$ cat config.mk
export PLATFORM = sky130hd
export DESIGN_NAME = uicf_ctrl
export DESIGN_NICKNAME = d
export VERILOG_FILES = /design/src/core/uicf_pkg.sv /design/src/core/uicf_ctrl.sv
export VERILOG_INCLUDE_DIRS = /design/src /design/src/core
export SDC_FILE = /design/constraint.sdc
export NUM_CORES = 1
export LEC_CHECK = 0
export BUFFER_PORTS_ARGS = -buffer_cell sky130_fd_sc_hd__buf_2
export CAP_MARGIN = 15
export CORE_UTILIZATION = 56
export CTS_CLUSTER_SIZE = 28
export DETAILED_ROUTE_END_ITERATION = 7
export GPL_ROUTABILITY_DRIVEN = 0
export PLACE_DENSITY = 0.84
export SLEW_MARGIN = 20
export SYNTH_ARGS = -nofsm -noshare
export SYNTH_HDL_FRONTEND = slang
export SYNTH_SLANG_ARGS = --single-unit
$ cat constraint.sdc
create_clock -name i_clk_sys -period 5 [get_ports i_clk_sys]
set_input_delay 1 -clock i_clk_sys [delete_from_list [all_inputs] [get_ports i_clk_sys]]
set_output_delay 1 -clock i_clk_sys [all_outputs]
set_load 0.1 [all_outputs]
$ cat src/core/uicf_defs.svh
// Register offsets, field positions, codes and timing counts of the interrupt and queue control block
`ifndef UICF_DEFS_SVH
`define UICF_DEFS_SVH
`define UICF_A_DATA    3'h0
`define UICF_A_MASK    3'h1
`define UICF_A_CAUSE   3'h2
`define UICF_A_LINE    3'h5
`define UICF_A_MODEM   3'h6
`define UICF_QC_EN     0
`define UICF_QC_RXRST  1
`define UICF_QC_TXRST  2
`define UICF_QC_DMA    3
`define UICF_QC_TRIG   7:6
`define UICF_M_RX      0
`define UICF_M_TX      1
`define UICF_M_LS      2
`define UICF_M_MS      3
`define UICF_C_LS      4'h6
`define UICF_C_TO      4'hc
`define UICF_C_RX      4'h4
`define UICF_C_TX      4'h2
`define UICF_C_MS      4'h0
`define UICF_C_NONE    4'h1
`define UICF_TRIG_1    5'h01
`define UICF_TRIG_4    5'h04
`define UICF_TRIG_8    5'h08
`define UICF_TRIG_14   5'h0e
`define UICF_TO_CHARS  7'h04
`define UICF_TO_BITS   7'h0c
`endif

$ cat src/core/uicf_pkg.sv
// Types shared by the interrupt and queue control block
package uicf_pkg;
`include "uicf_defs.svh"
  typedef enum logic [3:0] {
    UICF_LS   = `UICF_C_LS,
    UICF_TO   = `UICF_C_TO,
    UICF_RX   = `UICF_C_RX,
    UICF_TX   = `UICF_C_TX,
    UICF_MS   = `UICF_C_MS,
    UICF_NONE = `UICF_C_NONE
  } uicf_cause_t;
  typedef struct packed {
    logic [4:0] level;
    logic       push;
    logic       overrun;
    logic [2:0] head_err;
    logic       err_any;
  } uicf_rx_t;
  typedef struct packed {
    logic tx_empty;
    logic tx_idle;
  } uicf_tx_t;
endpackage

$ cat src/core/uicf_ctrl.sv
// Interrupt mask, prioritised interrupt cause, line status and queue control of one UART channel
// Function
// RL1: FIFO receive interrupt follows trigger level
// RL2: Data ready set on push, clear empty
// RL3: Polled mode: mask zero, status via line
// RL4: Line status bit layout reported
// RL5: Mask bit 0 enables receive interrupt
// RL6: Mask bit 1 enables transmit empty interrupt
// RL7: Overrun immediate, tag errors at head
// RL8: Mask bit 3 enables modem change interrupt
// RL9: Timeout four chars plus twelve bits
// RL10: Line/modem interrupts cleared by their reads
// RL11: Transmit interrupt cleared by cause read/write
// RL12: Cause code encodes highest pending source
// RL13: Held cause kept until serviced
// RL14: Cause bit 0 low when pending
// RL15: Cause bits 7:6 show FIFO enable
// RL16: Queue bits ignored unless enable bit set
// RL17: Receive queue reset self-clearing pulse
// RL18: Transmit queue reset self-clearing pulse
// RL19: Queue bit 3 selects DMA mode
// RL20: Trigger level 1, 4, 8, 14
// RL21: Reserved bits read zero
// RL22: Mask selected only when divisor bit clear
//
// Implementation choices: the address map and the strobed register port.
`timescale 1ns/1ns
`include "uicf_defs.svh"
module uicf_ctrl
  import uicf_pkg::*;
(
  input  wire logic       i_clk_sys,
  input  wire logic       i_rst,
  input  wire logic [2:0] i_addr,
  input  wire logic [7:0] i_wdata,
  input  wire logic       i_wr,
  input  wire logic       i_rd,
  input  wire logic       i_divisor_access,
  input  wire uicf_rx_t   i_rx,
  input  wire uicf_tx_t   i_tx,
  input  wire logic [3:0] i_modem_delta,
  input  wire logic       i_bit_tick,
  input  wire logic [3:0] i_char_bits,
  output logic [7:0]      o_rdata,
  output logic            o_irq,
  output logic            o_fifo_en,
  output logic            o_dma_mode,
  output logic [4:0]      o_rx_trigger,
  output logic            o_rx_fifo_rst,
  output logic            o_tx_fifo_rst,
  output logic            o_rx_data_ready
);

  // ----------------------------------------
  // Access decode
  // ----------------------------------------
  logic wr_mask, wr_queue, wr_data, rd_data, rd_cause, rd_line, rd_modem;
  assign wr_mask  = i_wr && i_addr == `UICF_A_MASK && !i_divisor_access; // see RL22
  assign wr_queue = i_wr && i_addr == `UICF_A_CAUSE && !i_divisor_access;
  assign wr_data  = i_wr && i_addr == `UICF_A_DATA && !i_divisor_access;
  assign rd_data  = i_rd && i_addr == `UICF_A_DATA && !i_divisor_access;
  assign rd_cause = i_rd && i_addr == `UICF_A_CAUSE && !i_divisor_access;
  assign rd_line  = i_rd && i_addr == `UICF_A_LINE;
  assign rd_modem = i_rd && i_addr == `UICF_A_MODEM;

  // ----------------------------------------
  // Interrupt mask
  // ----------------------------------------
  logic [3:0] mask_r;
  always_ff @(posedge i_clk_sys or posedge i_rst) begin
    if (i_rst) begin
      mask_r <= 4'h0; // see RL5
    end else if (wr_mask) begin
      mask_r <= i_wdata[3:0]; // see RL21
    end
  end

  // ----------------------------------------
  // Queue control
  // ----------------------------------------
  always_ff @(posedge i_clk_sys or posedge i_rst) begin
    if (i_rst) begin
      o_fifo_en    <= 1'b0;
      o_dma_mode   <= 1'b0; // see RL19
      o_rx_trigger <= `UICF_TRIG_1;
    end else if (wr_queue) begin
      o_fifo_en <= i_wdata[`UICF_QC_EN];
      if (i_wdata[`UICF_QC_EN]) begin // see RL16
        o_dma_mode <= i_wdata[`UICF_QC_DMA]; // see RL19
        case (i_wdata[`UICF_QC_TRIG]) // see RL20
          2'h0:    o_rx_trigger <= `UICF_TRIG_1;
          2'h1:    o_rx_trigger <= `UICF_TRIG_4;
          2'h2:    o_rx_trigger <= `UICF_TRIG_8;
          default: o_rx_trigger <= `UICF_TRIG_14;
        endcase
      end
    end
  end

  always_ff @(posedge i_clk_sys or posedge i_rst) begin
    if (i_rst) begin
      o_rx_fifo_rst <= 1'b0;
      o_tx_fifo_rst <= 1'b0;
    end else begin
      o_rx_fifo_rst <= wr_queue && i_wdata[`UICF_QC_EN] && i_wdata[`UICF_QC_RXRST]; // see RL17
      o_tx_fifo_rst <= wr_queue && i_wdata[`UICF_QC_EN] && i_wdata[`UICF_QC_TXRST]; // see RL18
    end
  end

  // ----------------------------------------
  // Line status flags
  // ----------------------------------------
  logic overrun_r;
  always_ff @(posedge i_clk_sys or posedge i_rst) begin
    if (i_rst) begin
      o_rx_data_ready <= 1'b0;
      overrun_r       <= 1'b0;
    end else begin
      if (i_rx.push) begin
        o_rx_data_ready <= 1'b1; // see RL2
      end else if (i_rx.level == 5'h00) begin
        o_rx_data_ready <= 1'b0; // see RL2
      end
      if (i_rx.overrun) begin
        overrun_r <= 1'b1;
      end else if (rd_line) begin
        overrun_r <= 1'b0;
      end
    end
  end

  logic [7:0] line_val;
  assign line_val = {i_rx.err_any, i_tx.tx_idle, i_tx.tx_empty, i_rx.head_err, overrun_r, o_rx_data_ready}; // see RL4

  // ----------------------------------------
  // Interrupt sources
  // ----------------------------------------
  logic head_err_d_r, ls_pend_r, tx_empty_d_r, tx_pend_r, ms_ack_r, to_pend_r;
  logic [6:0] to_cnt_r;
  logic [6:0] to_limit;
  logic       rx_hit, ms_hit;
  uicf_cause_t cause_r;
  assign to_limit = {3'h0, i_char_bits} * `UICF_TO_CHARS + `UICF_TO_BITS; // see RL9
  assign rx_hit = o_fifo_en ? (i_rx.level >= o_rx_trigger) : (i_rx.level != 5'h00); // see RL1
  assign ms_hit = |i_modem_delta && !ms_ack_r; // see RL8

  always_ff @(posedge i_clk_sys or posedge i_rst) begin
    if (i_rst) begin
      head_err_d_r <= 1'b0;
      ls_pend_r    <= 1'b0;
    end else begin
      head_err_d_r <= |i_rx.head_err;
      if (i_rx.overrun || (|i_rx.head_err && !head_err_d_r)) begin
        ls_pend_r <= 1'b1; // see RL7
      end else if (rd_line) begin
        ls_pend_r <= 1'b0; // see RL10
      end
    end
  end

  always_ff @(posedge i_clk_sys or posedge i_rst) begin
    if (i_rst) begin
      tx_empty_d_r <= 1'b0;
      tx_pend_r    <= 1'b0;
    end else begin
      tx_empty_d_r <= i_tx.tx_empty;
      if (i_tx.tx_empty && !tx_empty_d_r) begin
        tx_pend_r <= 1'b1; // see RL6
      end else if (wr_data || (rd_cause && cause_r == UICF_TX)) begin
        tx_pend_r <= 1'b0; // see RL11
      end
    end
  end

  always_ff @(posedge i_clk_sys or posedge i_rst) begin
    if (i_rst) begin
      ms_ack_r <= 1'b0;
    end else if (rd_modem) begin
      ms_ack_r <= 1'b1; // see RL10
    end else if (i_modem_delta == 4'h0) begin
      ms_ack_r <= 1'b0;
    end
  end

  // Timeout restarts on every push or data read and only runs with data waiting
  always_ff @(posedge i_clk_sys or posedge i_rst) begin
    if (i_rst) begin
      to_cnt_r  <= 7'h00;
      to_pend_r <= 1'b0;
    end else begin
      if (i_rx.push || rd_data || !o_fifo_en || i_rx.level == 5'h00) begin
        to_cnt_r <= 7'h00;
      end else if (i_bit_tick && to_cnt_r != to_limit) begin
        to_cnt_r <= to_cnt_r + 7'h01;
      end
      if (rd_data || !o_fifo_en) begin
        to_pend_r <= 1'b0; // see RL9
      end else if (i_bit_tick && to_cnt_r + 7'h01 == to_limit && i_rx.level != 5'h00 && !i_rx.push) begin
        to_pend_r <= 1'b1; // see RL9
      end
    end
  end

  // ----------------------------------------
  // Cause selection
  // ----------------------------------------
  logic p_ls, p_to, p_rx, p_tx, p_ms, held_live;
  uicf_cause_t top_cause;
  assign p_ls = ls_pend_r && mask_r[`UICF_M_LS];
  assign p_to = to_pend_r && mask_r[`UICF_M_RX];
  assign p_rx = rx_hit && mask_r[`UICF_M_RX]; // see RL5
  assign p_tx = tx_pend_r && mask_r[`UICF_M_TX]; // see RL6
  assign p_ms = ms_hit && mask_r[`UICF_M_MS]; // see RL8

  always_comb begin
    if (p_ls) begin
      top_cause = UICF_LS; // see RL12
    end else if (p_to) begin
      top_cause = UICF_TO;
    end else if (p_rx) begin
      top_cause = UICF_RX;
    end else if (p_tx) begin
      top_cause = UICF_TX;
    end else if (p_ms) begin
      top_cause = UICF_MS;
    end else begin
      top_cause = UICF_NONE;
    end
  end

  always_comb begin
    case (cause_r)
      UICF_LS: held_live = p_ls;
      UICF_TO: held_live = p_to;
      UICF_RX: held_live = p_rx;
      UICF_TX: held_live = p_tx;
      UICF_MS: held_live = p_ms;
      default: held_live = 1'b0;
    endcase
  end

  always_ff @(posedge i_clk_sys or posedge i_rst) begin
    if (i_rst) begin
      cause_r <= UICF_NONE;
      o_irq   <= 1'b0;
    end else begin
      if (!held_live) begin
        cause_r <= top_cause; // see RL13
      end
      o_irq <= held_live || top_cause != UICF_NONE; // see RL3
    end
  end

  // ----------------------------------------
  // Read data
  // ----------------------------------------
  always_ff @(posedge i_clk_sys or posedge i_rst) begin
    if (i_rst) begin
      o_rdata <= 8'h00;
    end else if (rd_cause) begin
      o_rdata <= {{2{o_fifo_en}}, 2'b00, cause_r}; // see RL14 see RL15 see RL21
    end else if (i_rd && i_addr == `UICF_A_MASK && !i_divisor_access) begin
      o_rdata <= {4'h0, mask_r}; // see RL21
    end else if (rd_line) begin
      o_rdata <= line_val; // see RL4
    end else begin
      o_rdata <= 8'h00;
    end
  end
endmodule // uicf_ctrl

## Word-level counts from Yosys, hierarchy flattened

Cells that the tools add are included.

| operators by class | value |
|---|---|
| $add $sub $neg | 2 |
| order comparisons | 1 |
| equality and inequality tests | 13 |
| muxes and demuxes | 24 |
| reductions and logical operators | 59 |

Operators by type and width:

| operator | count |
|---|---|
| 1-bit logical AND | 30 |
| 8-bit two-way mux | 3 |
| 7-bit two-way mux | 2 |
| 2-bit nonzero test | 7 |
| 1-bit two-way mux | 13 |
| 4-bit one-hot mux with 3 select lines | 1 |
| 4-bit by 3-bit == test with 1-bit output (second input constant) | 2 |
| 4-bit logical NOT | 2 |
| 4-bit two-way mux | 2 |
| 6-bit by 4-bit adder with 7-bit output (second input constant) | 1 |
| 7-bit by 1-bit adder with 7-bit output (second input constant) | 1 |
| 7-bit == test | 1 |
| 1-bit logical OR | 7 |
| 7-bit inequality test | 1 |
| 3-bit == test (second input constant) | 2 |
| 1-bit logical NOT | 6 |
| 5-bit >= comparator | 1 |
| 5-bit logical NOT | 1 |
| 1-bit one-hot mux with 5 select lines | 1 |
| 5-bit nonzero test | 1 |
| 4-bit by 2-bit == test with 1-bit output (second input constant) | 1 |
| 4-bit == test (second input constant) | 1 |
| 4-bit by 1-bit inequality test with 1-bit output (second input constant) | 1 |
| 4-bit OR reduction | 1 |
| 10 further kinds | 10 |

| word-level totals | value |
|---|---|
| bits in registers | 41 |
| input port bits | 38 |
| output and inout bits | 19 |
| word-level logic and storage cells | 117 |

## Longest topological paths before layout

Gate-level depths: netlist (run 1).

| depth | value |
|---|---|
| word-level depth | 10 |
| gate-level depth with buffers | 8 |
| mapped depth without buffers | 7 |

## Least setup slack after synthesis (run 1)

No wires, ideal clock.

| timing | value |
|---|---|
| path type | register to register |
| start point | register o_rx_trigger[3] |
| end point | register cause_r[1] |
| library setup time | 0.125 ns |
| arrival | 2.592 ns |
| data required time | 4.875 ns |
| slack | 2.283 ns |
| cell stages (with the launch flop) | 7 |
| path buffers | 0 |
| period minus slack after synthesis | 2.717 ns |
| path through | dfrtp_1 -> inv_1 -> ha_1 -> a2111oi_0 -> o31ai_1 -> a211oi_2 -> mux2_2 |

| on the way | value |
|---|---|
| cells in the longest elaborated chain, start to end | 6 |
| elaborated cells on any way between the ends | 7 |
| those cells by class | order compare (1); mux (5); reduce/logical (1) |

Ends and longest elaborated chain:

| element | RTL line | source |
|---|---|---|
| start, declared | uicf_ctrl.sv:48 | `output logic [4:0] o_rx_trigger,` |
| start signal, assigned | uicf_ctrl.sv:85 | `` o_rx_trigger <= `UICF_TRIG_1; `` |
| start signal, assigned | uicf_ctrl.sv:91 | `` 2'h0: o_rx_trigger <= `UICF_TRIG_1; `` |
| start signal, assigned | uicf_ctrl.sv:92 | `` 2'h1: o_rx_trigger <= `UICF_TRIG_4; `` |
| 5-bit >= comparator (*) | uicf_ctrl.sv:144 | `assign rx_hit = o_fifo_en ? (i_rx.level >= o_rx_trigger) : (i_rx.level != 5'h00);` |
| 1-bit two-way mux (*) | uicf_ctrl.sv:144 |  |
| 1-bit logical AND (*) | uicf_ctrl.sv:211 | `` assign p_rx = rx_hit && mask_r[`UICF_M_RX]; `` |
| 3-bit two-way mux | uicf_ctrl.sv:220 | `end else if (p_rx) begin` |
| 4-bit two-way mux | uicf_ctrl.sv:218 | `end else if (p_to) begin` |
| 4-bit two-way mux | uicf_ctrl.sv:216 | `if (p_ls) begin` |
| end signal, assigned | uicf_ctrl.sv:248 | `cause_r <= top_cause;` |
| end, declared | uicf_ctrl.sv:142 | `uicf_cause_t cause_r;` |

Every way passes the cells marked *; elsewhere a longest branch is shown, timed or not.
A chain may end at the register's enable or synchronous reset.

## Worst setup path after layout (run 1)

| timing | value |
|---|---|
| start point | input port i_rx[9] in the netlist's numbering |
| end point | register cause_r[1] |

| on the way | value |
|---|---|
| cells in the longest elaborated chain, start to end | 6 |
| elaborated cells on any way between the ends | 8 |
| those cells by class | order compare (1); mux (5); reduce/logical (2) |

Ends and longest elaborated chain:

| element | RTL line | source |
|---|---|---|
| start, declared | uicf_ctrl.sv:39 | `input wire uicf_rx_t i_rx,` |
| 5-bit >= comparator / 5-bit nonzero test (equally long branches) | uicf_ctrl.sv:144 |  |
| 1-bit two-way mux (*) | uicf_ctrl.sv:144 |  |
| 1-bit logical AND (*) | uicf_ctrl.sv:211 |  |
| 3-bit two-way mux | uicf_ctrl.sv:220 |  |
| 4-bit two-way mux | uicf_ctrl.sv:218 |  |
| 4-bit two-way mux | uicf_ctrl.sv:216 |  |

Marked as above.

==> results.md, run 1 <==
- Die Area: 4100 um^2
- Top cells by area, synth: dfrtp_1 (44%), nand2_1 (4.9%), ha_1 (4.1%), mux2_2 (3.7%), o21ai_0 (3.0%)
- Post-synth ARST share: 100%
- WL/cell: 13.3 um
- Setup violations, final: 0
- Clock Skew: 4.70 ps
- Detail Route Antenna Nets: 0
- Commonest non-fill, non-tap cell in the layout: buf_2
- N_diodes: 0
- Vias: 1814
- Boundary pin count: 57
- Vias in the first global route: 1693
- Post-route minimum period: 2720 ps
- Seq/Total Area, Yosys: 46.5%
- Worst setup SP type: input pin
- DRC Markers: 0
- Area delta synth->final: 19.1%
- Net count after synthesis: 266
- CTS Sinks: 40
- Synth area leader: dfrtp_1
- DR WL met3: 201 um
- Cts repair resizes: 0
- Top sig layer: met4
- Fill cells: 326
- CTS H-Tree Depth: 2
- Top FF cell, synth: dfrtp_1
- Clk_lat worst skew: 290 ps
- Die Wd: 64.1 um
- Hold_buf cts: 0
- Maxcap violations: 0
- #FFs+latches synth: 40
- Fmax achieved: 368 MHz
- Max VDD drop: 0.262 mV
- GRT Total Usage: 23.2%
- DR pass1 iterations: 4
- Fraction of layout cells with a size suffix above 1: 29.3%
- Core ar.: 3690 um^2
- Final hold viol count: 0
- Critical R2R Launch: o_rx_trigger[3]
- Final max-slew violation count: 0
- Post-Syn Instances: 221
- Initial Util: 58.5%
- Most frequent cells in the layout: buf_2 (53), dfrtp_1 (38), nand2_1 (28), inv_1 (16), o21ai_0 (13)
- Worst endpoint data arrival time: 2890 ps
- Largest net degree at the start of global routing: 41
- Worst Setup SP: i_rx[9]
- Final Cycle Share: 54.3%
- Unrepaired setup endpoints after global routing: false
- CTS Buffer Depth: 2
- Setup CP Type: in2reg
- Crit Path Max Fanout: 4
- Min-delay worst type: reg2reg
- Routed WL: 4320 um
- Setup bufs post-CTS: 0
- Synth unique cells: 51
- Status: completed
- First-iteration detailed-routing DRC count: 143
- Global-route wire length before repair: 7400 um
- Initial antenna violation count: 0
- CTS Root Cell: clkbuf_8
- CTS tree: done
- Crit path capture type: flop
- Via/cell ratio: 5.60
- Die height: 64.1 um
- Pleak: 1.23 nW
- Worst EP required: 5180 ps
- Worst slew margin: 54.5%
- Detailed placement HPWL: 3290 um
- Pwr Density: 355 nW/um^2
- FP Rows: 22
- Met2 routed WL: 1980 um
- Met1 WL: 2110 um
- Final #Nets: 320
- Slew at the pin closest to its max-slew limit: 682 ps
- TritonCTS Buffers: 5
- Syn avg cell area: 9.76 um^2
- Final Core Density: 69.7%
- Ys Warns: 0
- Synth top area share: 44.1%
- Setup_tns: 0 ps
- Post-synth EDFFs: 0
- Post-Syn Area: 2160 um^2
- Min-delay src: tx_empty_d_r
- Worst-path clk slew: 80 ps
- Buffers on Ports: 53
- GRT overflow: 0
## critical path, stage by stage
cell and delay [ps]:
buf_2 110, ha_1 290, a2111oi_0 540, o31ai_1 220
a211oi_2 350, mux2_2 370
## sequential cells by signal (all words and copies together) (netlist names)
signal,cells
overrun_r,1
o_dma_mode,1
o_fifo_en,1
ls_pend_r,1
o_tx_fifo_rst,1
mask_r,4
o_rx_data_ready,1
tx_empty_d_r,1
o_rx_trigger,4
o_rx_fifo_rst,1
o_irq,1
to_cnt_r,7
o_rdata,8
head_err_d_r,1
to_pend_r,1
tx_pend_r,1
cause_r,4
ms_ack_r,1
## report_power, final
part	switching, mW	internal (mW)	leakage, nW
Clock	0.111	0.148	0.0541
Sequential	0.0351	0.362	0.503
Combinational	0.182	0.0742	0.676
## cell type report
class | instances | area (um^2) | area share, %
sequential | 40 | 1000 | 39.0
timing repair buffer | 54 | 273 | 10.6
multi-input combinational | 158 | 1060 | 41.3
inverter | 16 | 60.1 | 2.34
clock buffer | 5 | 68.8 | 2.68
tap | 48 | 60.1 | 2.34
clock inverter | 3 | 42.5 | 1.66
## per-stage QoR
step	cell area (um^2)	power (mW)	hold WS (ps)	worst slack, ps	std cells
after global placement	2460	0.651	443	2050	316
after global routing	2570	0.952	473	2140	324
after floorplan	2160	0.597	410	2280	221
final	2570	0.911	450	2280	324
after CTS	2570	0.917	453	2320	324
after detailed placement	2460	0.658	432	2020	316
## synthesized netlist by cell type (3+ instances only)
| cell type | number |
|---|---|
| ha_1 | 7 |
| nand2_1 | 28 |
| xnor2_1 | 4 |
| inv_1 | 16 |
| o21ai_0 | 13 |
| dfrtp_1 | 38 |
| o31ai_1 | 3 |
| mux2_2 | 7 |
| nor2_1 | 9 |
| nand3b_1 | 3 |
| nor3_1 | 4 |
| nand4_1 | 3 |
| a21o_1 | 3 |
| a21oi_1 | 9 |
| nand3_1 | 5 |
| nor3b_1 | 3 |
| and3_1 | 5 |
| or3_1 | 7 |
| a22oi_1 | 3 |
| nand2b_1 | 4 |
| xor2_1 | 5 |
| clkbuf_1 | 5 |
## routing by layer
| layer | up-vias | track usage (%) |
|---|---|---|
| met2 | 49 | 36.6 |
| li1 | 899 | - |
| met5 | - | 0 |
| met3 | 5 | 4.29 |
| met4 | 0 | 6.82 |
| met1 | 861 | 32.7 |
## cells by family (layout without fill, tap and decap cells)
logic type               count (synthesis)  count (layout)  share of synthesized area [%]
other                                    1               1                          0.174
AO/OA/AOI/OAI                           47              47                           15.4
AND/OR/NAND/NOR                         86              86                           21.8
XOR/XNOR                                 9               9                           3.65
buffers and inverters                   23              78                           4.23
multiplexers                             8               8                           4.12
adder cells (fa/ha/maj)                  7               7                           4.06
flip-flops                              40              40                           46.5
## worst paths after layout
| kind | to | slack (ps) | cells past startpoint |
|---|---|---|---|
| max in group asynchronous | o_rx_trigger[0] | 3810 | 3 |
| min in group asynchronous | to_cnt_r[6] | 820 | 3 |
| setup reg to reg | cause_r[1] | 2690 | 6 |
| hold / removal | tx_pend_r | 450 | 1 |
| setup / recovery | cause_r[1] | 2280 | 6 |
| hold reg to reg | tx_pend_r | 450 | 1 |
(Power assumes the default switching activity.)
==> inputs of run 2 (changes only) <==
--- a/config.mk
+++ b/config.mk
@@ -6,13 +6,14 @@
 export SDC_FILE = /design/constraint.sdc
 export NUM_CORES = 1
 export LEC_CHECK = 0
+export ABC_AREA = 1
 export BUFFER_PORTS_ARGS = -buffer_cell sky130_fd_sc_hd__buf_2
 export CAP_MARGIN = 15
-export CORE_UTILIZATION = 56
+export CORE_UTILIZATION = 48
 export CTS_CLUSTER_SIZE = 28
 export DETAILED_ROUTE_END_ITERATION = 7
 export GPL_ROUTABILITY_DRIVEN = 0
-export PLACE_DENSITY = 0.84
+export PLACE_DENSITY = 0.76
 export SLEW_MARGIN = 20
 export SYNTH_ARGS = -nofsm -noshare
 export SYNTH_HDL_FRONTEND = slang
==> constraint.sdc (replaced) <==
create_clock -name i_clk_sys -period 2.44 [get_ports i_clk_sys]
set_input_delay 0.488 -clock i_clk_sys [delete_from_list [all_inputs] [get_ports i_clk_sys]]
set_output_delay 0.488 -clock i_clk_sys [all_outputs]
set_load 0.1 [all_outputs]
==> run 2 against run 1 <==
Effect of this change: hold slack worse by 160 ps; via count up 18%; first-iteration DRC count decreased by 15%; critical endpoint is now o_rx_trigger[0]; design area is 5.3% higher; global-route usage down 1.9 points; combinational power up 140%.
==> results.md, run 2 <==
- Commonest non-fill, non-tap cell in the layout: nand2_1
- Worst-path clk slew: 80 ps (about the same)
- Min-delay worst type: in2async
- Vias in the first global route: 2014 (+19%)
- Unrepaired setup endpoints after global routing: false
- Net count after synthesis: 346 (+30%)
- TritonCTS Buffers: 5 (unchanged)
- Crit path largest cell delay: 560 ps (+20 ps)
- CTS H-Tree Depth: 2 (unchanged)
- Worst endpoint data arrival time: 1280 ps (-1610 ps)
- Setup bufs post-CTS: 0 (unchanged)
- Die Wd: 71.4 um (+12%)
- Pwr Density: 682 nW/um^2 (+92%)
- Fmax achieved: 565 MHz
- Worst setup SP type: flop
- Final Core Density: 60.1% (-9.6 points)
- FP Rows: 24 (+9.1%)
- Most frequent cells in the layout: nand2_1 (76), buf_2 (53), inv_1 (46), dfrtp_1 (38), nand3_1 (33)
- Post-route minimum period: 1770 ps
- Crit path depth: 1 (-5)
- Final max-slew violation count: 0 (unchanged)
- Synth top area share: 41.1% (-3.0 points)
- Largest registers: o_rdata (8), to_cnt_r (7)
- Final #Nets: 402 (+26%)
- Maxcap violations: 0 (unchanged)
- Largest net degree at the start of global routing: 41 (unchanged)
- DRC Markers: 0 (unchanged)
- Tot Pwr: 1.85 mW (+100%)
- Worst-path cell chain: buf_2
- Die Area: 5100 um^2 (+24%)
- Count leader, synth: nand2_1
- Synth top cells by count: nand2_1 (76), inv_1 (46), dfrtp_1 (38)
- Clk_lat worst skew: 300 ps (about the same)
- Status: completed
- Slowest cell on crit path: dfstp_2
- Core ar.: 4500 um^2 (+22%)
- Initial Util: 51.4% (-7.1 points)
- Clock Skew: 8.67 ps (+3.97 ps)
- WL/cell: 12.2 um (-8.6%)
- Ys Warns: 0 (unchanged)
- CTS Sinks: 40 (unchanged)
- Crit path capture type: output port
- Pleak: 1.52 nW (+23%)
- Critical R2R Launch: o_rx_trigger[0]
- CP delay by family, top: flip-flops
- Global-route wire length before repair: 8540 um (+15%)
- Boundary pin count: 57 (unchanged)
- Setup CP Type: reg2out
- Reg2reg end: o_irq
- Final hold viol count: 0 (unchanged)
- Buffers on Ports: 53 (unchanged)
- Post-synth EDFFs: 0 (unchanged)
- Max VDD drop: 0.421 mV (+60%)
- Post-Syn Area: 2310 um^2 (+7.3%)
- Synth unique cells: 34 (-33%)
- Detail Route Antenna Nets: 0 (unchanged)
- Worst reg2reg setup slack: 830 ps (-1860 ps)
- Slew at the pin closest to its max-slew limit: 517 ps (-164 ps)
- Initial antenna violation count: 0 (unchanged)
- Post-synth ARST share: 100% (unchanged)
- WHS: 292 ps (-158 ps)
- Top cells by area, synth: dfrtp_1 (41%), nand2_1 (12%), inv_1 (7.5%), nand3_1 (7.1%), ha_1 (3.8%)
- Crit Path Max Fanout: 3 (-1)
- Reg2Reg Depth: 9 (+3)
- Routed WL: 5000 um (+16%)
- First-iteration detailed-routing DRC count: 122 (-15%)
- Worst EP required: 1950 ps (-3230 ps)
- Seq/Total Area, Yosys: 43.4% (-3.2 points)
- Hold_buf cts: 0 (unchanged)
- N_diodes: 0 (unchanged)
- Buffers & Inverters on Critical Path: 1 (unchanged)
- Die height: 71.4 um (+12%)
- Fraction of layout cells with a size suffix above 1: 22.9% (-6.4 points)
- Detailed placement HPWL: 3920 um (+19%)
- Fill cells: 407 (+25%)
- Max FFs per register: 8 (unchanged)
- Post-Syn Instances: 301 (+36%)
- Cell Count, Final, Fillers Out: 410 (+27%)
- Via/cell ratio: 5.22 (-6.7%)
- Area delta synth->final: 16.9%
- Syn avg cell area: 7.69 um^2 (-21%)
- GRT overflow: 0 (unchanged)
- CTS Buffer Depth: 2 (unchanged)
- Setup violations, final: 0 (unchanged)
- #FFs+latches synth: 40 (unchanged)
- Vias: 2141 (+18%)
- GRT Total Usage: 21.4% (-1.9 points)
- Worst slew margin: 65.5% (+11 points)
- Synth area leader: dfrtp_1
- DR pass1 iterations: 4 (unchanged)
- Largest reg by FF count: o_rdata
- DP Cell Count: 402 (+27%)
- CTS tree: done
- Cts repair resizes: 0 (unchanged)
- Final Cycle Share: 72.5%
- Setup_tns: 0 ps (unchanged)
- CTS Root Cell: clkbuf_8
- Top FF cell, synth: dfrtp_1
## run 2: power by group
part | total, mW | internal, mW | switching (mW)
Clock | 0.429 | 0.199 | 0.230
Sequential | 0.810 | 0.745 | 0.0651
Combinational | 0.607 | 0.142 | 0.465
## run 2: how the worst max path moves through the flow
stage,startpoint,end,slack [ps]
after global placement,i_char_bits[0],to_cnt_r[1],590
after CTS,o_rx_trigger[0],o_rx_trigger[0],660
after detailed placement,i_char_bits[0],to_cnt_r[3],530
final,o_rx_trigger[0],o_rx_trigger[0],670
after global routing,o_rx_trigger[0],o_rx_trigger[0],640
after floorplan,o_rx_trigger[3],o_irq,360
## run 2: routing by layer
| metal | GRT usage, % | up-vias | wire length, um |
|---|---|---|---|
| li1 | - | 1087 | - |
| met1 | 27.3 | 984 | 2300 |
| met2 | 35.8 | 64 | 2390 |
| met3 | 4.36 | 6 | 255 |
| met4 | 8.44 | 0 | 57 |
| met5 | 0 | - | 0 |
## run 2: cell type report
type                       count  area, um^2  area share, %
tap                           52        65.1           2.41
timing repair buffer          54         273           10.1
clock buffer                   5        68.8           2.54
clock inverter                 3        18.8          0.694
multi-input combinational    204        1080           40.0
inverter                      52         195           7.22
sequential                    40        1000           37.1
## run 2: cell families (layout without fill, tap and decap cells)
kind of cell / after synthesis / count (layout) / synth area share, %
DFF: 40 / 40 / 43.4
other: 1 / 1 / 0.162
AOI/OAI and AO/OA: 33 / 33 / 8.76
and+or+nand+nor: 159 / 159 / 32.5
adders and majority gates: 7 / 7 / 3.78
xor gates and xnor gates: 4 / 4 / 1.51
buffers and inverters: 57 / 114 / 9.95
## run 2: through the flow
step | setup WS, ps | instance area (um^2)
after floorplan | 360 | 2310
after global placement | 589 | 2620
after detailed placement | 532 | 2620
after CTS | 662 | 2710
after global routing | 639 | 2710
final | 672 | 2710
